<file path="src/hw/acl_pkg.sv">
package acl_pkg;
    // ------------------------------------------------------------
    // Register map
    // ------------------------------------------------------------
    localparam logic [1:0] ADDR_CTRL_STATUS = 2'h0;  // Comparator control/status
    localparam logic [1:0] ADDR_SPECIAL_FN  = 2'h1;  // Negative mux enable lives here
    localparam logic [1:0] ADDR_IRQ_STATUS  = 2'h2;  // Sticky event status
    localparam logic [1:0] ADDR_IRQ_MASK    = 2'h3;  // Event mask

    // ------------------------------------------------------------
    // Field positions
    // ------------------------------------------------------------
    localparam int BIT_POWER_OFF   = 7;  // Comparator power off
    localparam int BIT_BANDGAP_SEL = 6;  // Bandgap onto positive input
    localparam int BIT_SYNC_OUT    = 5;  // Synchronised output, read only
    localparam int BIT_IRQ_FLAG    = 4;  // Event flag
    localparam int BIT_IRQ_ENABLE  = 3;  // Interrupt enable
    localparam int BIT_CAPTURE_EN  = 2;  // Route output to capture logic
    localparam int BIT_MUX_ENABLE  = 3;  // Negative mux enable in special reg

    // ------------------------------------------------------------
    // Reset values and event modes
    // ------------------------------------------------------------
    localparam logic [7:0] CTRL_RESET  = 8'h00;
    localparam logic [7:0] MASK_RESET  = 8'h00;
    localparam logic [1:0] MODE_TOGGLE = 2'h0;
    localparam logic [1:0] MODE_RSVD   = 2'h1;
    localparam logic [1:0] MODE_FALL   = 2'h2;
    localparam logic [1:0] MODE_RISE   = 2'h3;
    localparam logic [3:0] NEG_PIN_SEL = 4'h8;  // Negative input from dedicated pin
endpackage

</file>
<file path="src/hw/acl_comparator_ctrl.sv">
// How it works
// RQ1: Mux enable bit 3, read/write, resets zero
// RQ2: Mux on, converter off: channel picks negative
// RQ3: Otherwise dedicated negative pin drives comparator
// RQ4: Bit 7 powers comparator off, resets zero
// RQ5: Software disables interrupt before power change
// RQ6: Bit 6 selects bandgap for positive input
// RQ7: Bit 5 shows synchronised output, 1-2 cycles
// RQ8: Matching output event sets flag bit 4
// RQ9: Interrupt needs flag, enable, global enable
// RQ10: Flag cleared by vector or written one
// RQ11: Bit 2 routes output to capture logic
// RQ12: Software enables capture interrupt in timer
// RQ13: Mode 00 toggle, 10 fall, 11 rise
// RQ14: Software disables interrupt before mode change
// RQ15: Consecutive samples compared; reserved never sets
// RQ16: Writable bits reset zero; output bit follows
//
// Implementation choices: the register addresses and strobed register access.
module acl_comparator_ctrl
    import acl_pkg::*;
(
    // Clock and reset
    input  wire logic       SYS_CLK_I,
    input  wire logic       RESETN_I,
    // Register port
    input  wire logic [1:0] ADDR_I,
    input  wire logic [7:0] WDATA_I,
    input  wire logic       WR_I,
    input  wire logic       RD_I,
    output logic      [7:0] RDATA_O,
    // Comparator core
    input  wire logic       CMP_RESULT_I,
    output logic            CMP_POWER_OFF_O,
    output logic            BANDGAP_POSITIVE_SELECT_O,
    output logic      [3:0] NEG_INPUT_SEL_O,
    // Converter state
    input  wire logic       CONVERTER_ENABLE_I,
    input  wire logic [2:0] CHANNEL_SELECT_FIELD_I,
    // Processor interrupt
    input  wire logic       GLOBAL_IRQ_ENABLE_I,
    input  wire logic       IRQ_VECTOR_TAKEN_I,
    output logic            CMP_IRQ_REQ_O,
    // Capture front end
    output logic            CAPTURE_INPUT_O,
    // Summary interrupt
    output logic            IRQ_O
);

    // ------------------------------------------------------------
    // State
    // ------------------------------------------------------------
    logic [7:0] ctrl_reg;        // Writable control bits, 5:4 held zero
    logic       irq_flag_reg;    // Comparator event flag
    logic       mux_enable_reg;  // Negative mux enable
    logic       sync1_reg;       // Synchroniser stage one
    logic       sync2_reg;       // Synchronised output
    logic       prev_reg;        // Previous synchronised sample
    logic [7:0] evt_status_reg;  // Sticky event status
    logic [7:0] evt_mask_reg;    // Event mask
    logic       event_hit;       // Event matches mode
    logic       wr_ctrl;         // Write to control register
    logic       rd_status;       // Read of event status

    assign wr_ctrl   = WR_I && (ADDR_I == ADDR_CTRL_STATUS);
    assign rd_status = RD_I && (ADDR_I == ADDR_IRQ_STATUS);

    // ------------------------------------------------------------
    // Synchroniser and event detect
    // ------------------------------------------------------------
    // Two flops; stage one feeds only stage two
    always_ff @(posedge SYS_CLK_I or negedge RESETN_I)
    begin
        if (!RESETN_I)
        begin
            sync1_reg <= 1'b0;
            sync2_reg <= 1'b0;
            prev_reg  <= 1'b0;
        end
        else
        begin
            sync1_reg <= CMP_RESULT_I;  // RQ7
            sync2_reg <= sync1_reg;     // RQ7
            prev_reg  <= sync2_reg;     // RQ15
        end
    end

    // Mode decode on consecutive samples
    always_comb
    begin
        unique case (ctrl_reg[1:0])
            MODE_TOGGLE: event_hit = sync2_reg ^ prev_reg;         // RQ13
            MODE_RSVD:   event_hit = 1'b0;                         // RQ15
            MODE_FALL:   event_hit = prev_reg && !sync2_reg;       // RQ13
            MODE_RISE:   event_hit = !prev_reg && sync2_reg;       // RQ13
        endcase
    end

    // ------------------------------------------------------------
    // Control register and flag
    // ------------------------------------------------------------
    // Plain writable bits; flag and output bit kept out of this register
    always_ff @(posedge SYS_CLK_I or negedge RESETN_I)
    begin
        if (!RESETN_I)
            ctrl_reg <= CTRL_RESET;  // RQ16
        else if (wr_ctrl)
            ctrl_reg <= {WDATA_I[7:6], 2'b00, WDATA_I[3:0]};  // RQ4
    end

    // Flag: set beats clear by vector or write one
    always_ff @(posedge SYS_CLK_I or negedge RESETN_I)
    begin
        if (!RESETN_I)
            irq_flag_reg <= 1'b0;  // RQ16
        else if (event_hit)
            irq_flag_reg <= 1'b1;  // RQ8
        else if (IRQ_VECTOR_TAKEN_I || (wr_ctrl && WDATA_I[BIT_IRQ_FLAG]))
            irq_flag_reg <= 1'b0;  // RQ10
    end

    // Special function bit
    always_ff @(posedge SYS_CLK_I or negedge RESETN_I)
    begin
        if (!RESETN_I)
            mux_enable_reg <= 1'b0;  // RQ1
        else if (WR_I && (ADDR_I == ADDR_SPECIAL_FN))
            mux_enable_reg <= WDATA_I[BIT_MUX_ENABLE];  // RQ1
    end

    // ------------------------------------------------------------
    // Sticky status and mask
    // ------------------------------------------------------------
    // Bit 0 comparator event, bit 1 flag raised to processor
    always_ff @(posedge SYS_CLK_I or negedge RESETN_I)
    begin
        if (!RESETN_I)
        begin
            evt_status_reg <= 8'h00;
            evt_mask_reg   <= MASK_RESET;
        end
        else
        begin
            if (WR_I && (ADDR_I == ADDR_IRQ_MASK))
                evt_mask_reg <= WDATA_I;
            if (rd_status)
                evt_status_reg <= {6'h00, CMP_IRQ_REQ_O, event_hit};  // Set wins
            else
                evt_status_reg <= evt_status_reg | {6'h00, CMP_IRQ_REQ_O, event_hit};
        end
    end

    // ------------------------------------------------------------
    // Outputs, all registered
    // ------------------------------------------------------------
    always_ff @(posedge SYS_CLK_I or negedge RESETN_I)
    begin
        if (!RESETN_I)
        begin
            RDATA_O                   <= 8'h00;
            CMP_POWER_OFF_O           <= 1'b0;
            BANDGAP_POSITIVE_SELECT_O <= 1'b0;
            NEG_INPUT_SEL_O           <= NEG_PIN_SEL;
            CMP_IRQ_REQ_O             <= 1'b0;
            CAPTURE_INPUT_O           <= 1'b0;
            IRQ_O                     <= 1'b0;
        end
        else
        begin
            CMP_POWER_OFF_O           <= ctrl_reg[BIT_POWER_OFF];    // RQ4
            BANDGAP_POSITIVE_SELECT_O <= ctrl_reg[BIT_BANDGAP_SEL];  // RQ6
            if (mux_enable_reg && !CONVERTER_ENABLE_I)
                NEG_INPUT_SEL_O <= {1'b0, CHANNEL_SELECT_FIELD_I};   // RQ2
            else
                NEG_INPUT_SEL_O <= NEG_PIN_SEL;                      // RQ3
            CMP_IRQ_REQ_O   <= irq_flag_reg && ctrl_reg[BIT_IRQ_ENABLE]
                               && GLOBAL_IRQ_ENABLE_I;               // RQ9
            CAPTURE_INPUT_O <= ctrl_reg[BIT_CAPTURE_EN] && sync2_reg;  // RQ11
            IRQ_O           <= |(evt_status_reg & evt_mask_reg);
            // Read mux, reads zero when no read strobe
            RDATA_O <= 8'h00;
            if (RD_I)
            begin
                unique case (ADDR_I)
                    ADDR_CTRL_STATUS: RDATA_O <= {ctrl_reg[7:6], sync2_reg, irq_flag_reg,
                                                  ctrl_reg[3:0]};
                    ADDR_SPECIAL_FN:  RDATA_O <= {4'h0, mux_enable_reg, 3'h0};
                    ADDR_IRQ_STATUS:  RDATA_O <= evt_status_reg;
                    ADDR_IRQ_MASK:    RDATA_O <= evt_mask_reg;
                endcase
            end
        end
    end
endmodule

</file>
<file path="config.mk">
export PLATFORM = sky130hd
export DESIGN_NAME = acl_comparator_ctrl
export DESIGN_NICKNAME = d
export VERILOG_FILES = /design/src/hw/acl_pkg.sv /design/src/hw/acl_comparator_ctrl.sv
export SDC_FILE = /design/constraint.sdc
export NUM_CORES = 1
export LEC_CHECK = 0
export ABC_AREA = 1
export BUFFER_PORTS_ARGS = -buffer_cell sky130_fd_sc_hd__buf_4
export CORE_ASPECT_RATIO = 1.1
export CORE_MARGIN = 3
export CORE_UTILIZATION = 30
export DETAILED_ROUTE_END_ITERATION = 16
export SETUP_SLACK_MARGIN = 0.2
export SKIP_CTS_REPAIR_TIMING = 1
export SLEW_MARGIN = 10
export SYNTH_ARGS = -nofsm -noshare
export SYNTH_HDL_FRONTEND = slang
export SYNTH_SLANG_ARGS = --single-unit
</file>
<file path="constraint.sdc">
create_clock -name SYS_CLK_I -period 1.65 [get_ports SYS_CLK_I]
set_input_delay 0.2475 -clock SYS_CLK_I [delete_from_list [all_inputs] [get_ports SYS_CLK_I]]
set_output_delay 0.2475 -clock SYS_CLK_I [all_outputs]
set_load 0.05 [all_outputs]
</file>
==> run_results.csv <==
group,metric,value,unit
outcome,status,"finished, final reports clean",
min_path,hp-class,"in -> reg",
setup_path,slowest_stage,"dfstp_2",
floorplan,row_count,27,
clock_network,clkTransAtPathRegs,0.07,ns
clock_network,cts_sinks,38,
synth,synthFlopType,"dfrtp_1",
synth,yosys_warnings,0,
sta,finalClockSkew,0.002544,ns
flow_run,maxCapViolCount,0,
drt,drc,0,
final_layout,n_fill_cell,519,
synth,synth_top_cell_by_area,"dfrtp_1",
setup_path,rr_startpoint,"sync2_reg",
floorplan,dieArea,6216,µm²
power,sw_frac_of_total,29.67,%
power,p_comb_share,20.6,%
floorplan,dieHeight,82.39,µm
setup_path,end_kind,"primary output",
placed_design,place.gp.congestion,0.7163,
sta,final.period_utilization,74.36,%
final_layout,nets,221,
setup_path,critPathMaxFanout,1,
sta,maxSlewViolCount,0,
floorplan,io_pins,38,
grt,first_global_vias,1039,
drt,routed_via_density,4.327,
sta,hold_violations,0,
drt,avgRoutedWirePerCell,11.46,µm
final_layout,drive_above_1_share,32.66,%
floorplan,die_w,75.45,µm
placed_design,dpl.cell_count,248,
drt,finalWirelength,2944,µm
sta,min_period,1.227,ns
sta,rsz0062_at_grt,"false",
grt,grt.overflow.total,0,
clock_network,cts_max_level,2,
sta,finalSetupViolCount,0,
final_layout,n_antenna_cell,0,
synth,synth.distinct_cells,17,
setup_path,crit_arrival,0.98,ns
synth,synth_cells,157,
power,vdd_ir_drop_max,0.6092,mV
power,p_sw,695.9,µW
setup_path,startpoint,"NEG_INPUT_SEL_O[3]",
power,p_int,1.649,mW
grt,grt.total_usage,10.71,%
sta,tightest_slew,0.4703,ns
power,pwr-share-clk,31.2,%
placed_design,hpwlAfterDp,2089,µm
clock_network,clkLatencyLatePin,0.28,ns
synth,synth-edff-count,0,
drt,postRouteAntennaNets,0,
clock_network,cts_made_buffers,5,
final_layout,area_delta_synth_final,26.73,%
synth,async_flop_share,100.0,%
synth,synth_commonest_cells,"nand2_1, dfrtp_1, inv_1, nand3_1, o21ai_2",
setup_path,critPathTopFamily,"flip-flops",
drt,drtPass1Iterations,4,
min_path,worstHoldStart,"CMP_RESULT_I",
sta,max_freq,815.1,MHz
setup_path,path_class,"reg -> out",
placed_design,port_buffers,37,
synth,synth_most_common_cell,"nand2_1",
final_layout,stdcell_count,257,
setup_path,cp-start-kind,"register",
sta,relSlewSlack,68.65,%
setup_path,critPathBufInv,1,
drt,drt_iter0_markers,50,
grt,antenna_found_initial,0,
clock_network,clock-root-buffer,"clkbuf_8",
synth,syn_avg_cell_area,10.14,µm²
synth,syn_nets,180,
power,p_leak,1.094,nW
floorplan,core_area,5067,µm²
clock_network,clockBufferDepth,2,
floorplan,initial_core_util,31.41,%
synth,ys_top_cells_by_area,"dfrtp_1, nand2_1, o21ai_2, inv_1, nand3_1",
setup_path,crit_chain,"buf_4",
synth,syn_area,1592,µm²
synth,ys_ff_latch,38,
drt,via_count,1112,
synth,yosysTopAreaCellShare,58.18,%
setup_path,critPathMaxStageDelay,0.51,ns
grt,grt_pass1_wl,4830,µm
power,p_seq_share,48.2,%
synth,ys_seq_area_share,59.83,%
grt,grt_max_degree,39,
power,power.density,1163,nW/µm²
clock_network,cts_tree,"done",
sta,tns,0,ns
setup_path,cp_data_required_time,1.40,ns
## power by group through the flow
stage,clock (mW),combinational [mW],sequential (mW)
after floorplan,0,0.190,1.28
after global placement,0,0.483,1.15
after detailed placement,0,0.488,1.15
after CTS,0.753,0.490,1.13
after global routing,0.801,0.530,1.15
final,0.731,0.483,1.13
## placed cells by master (no fill, tap or decap)
| cell type | n |
|---|---|
| a21oi_1 | 5 |
| a22o_1 | 1 |
| and3_1 | 1 |
| buf_4 | 37 |
| clkbuf_8 | 8 |
| dfrtp_1 | 37 |
| dfstp_2 | 1 |
| dlygate4sd3_1 | 1 |
| ha_1 | 2 |
| inv_1 | 24 |
| inv_6 | 1 |
| nand2_1 | 40 |
| nand2_2 | 2 |
| nand2_4 | 3 |
| nand3_1 | 14 |
| nor2_1 | 5 |
| nor2_8 | 1 |
| o21ai_0 | 4 |
| o21ai_2 | 12 |
## final timing paths
| path | to | cells past startpoint | slack [ns] |
|---|---|---|---|
| max reg2reg | evt_status_reg[0] | 5 | 0.52 |
| max | NEG_INPUT_SEL_O[3] | 1 | 0.42 |
| min reg2reg | sync2_reg | 0 | 0.36 |
| min | sync1_reg | 1 | 0.06 |
| max in group asynchronous | NEG_INPUT_SEL_O[3] | 2 | 0.84 |
| min in group asynchronous | IRQ_O | 2 | 0.47 |
## per-layer routing
layer  routed length [µm]  track usage, %  vias to the layer above
met1                 1244           12.56                      511
met4                   15           4.720                        0
met3                  230           4.964                        2
met5                    0               0                        -
met2                 1453           16.67                       33
li1                     -               -                      566
## cell families after synthesis
kind of cell | synth area share (%)
AOI/OAI and AO/OA | 9.984
and+or+nand+nor | 19.58
buffers and inverters | 9.041
DFF | 59.83
adders and majority gates | 1.572
## layout make-up
type	count	area [µm²]	area share (%)
Timing Repair Buffer	38	287.8	14.27
Multi-Input combinational cell	90	495.5	24.57
Inverter	25	98.84	4.901
Sequential cell	38	952.2	47.21
Clock buffer	8	110.1	5.459
Tap cell	58	72.57	3.598
## per-stage QoR
stage	total power [mW]	cell area, µm²	hold slack, ns	util (%)	setup slack (ns)
6_report	2.345	2017	0.06241	39.80	0.4231
4_1_cts	2.374	2007	-0.07515	39.60	0.4069
5_1_grt	2.476	2017	0.04366	39.80	0.3807
2_1_floorplan	1.470	1592	-0.04809	-	0.6070
3_3_place_gp	1.631	1897	0.2441	37.43	0.5595
3_5_place_dp	1.637	1897	0.2366	37.43	0.5268
(Power assumes the default switching activity.)
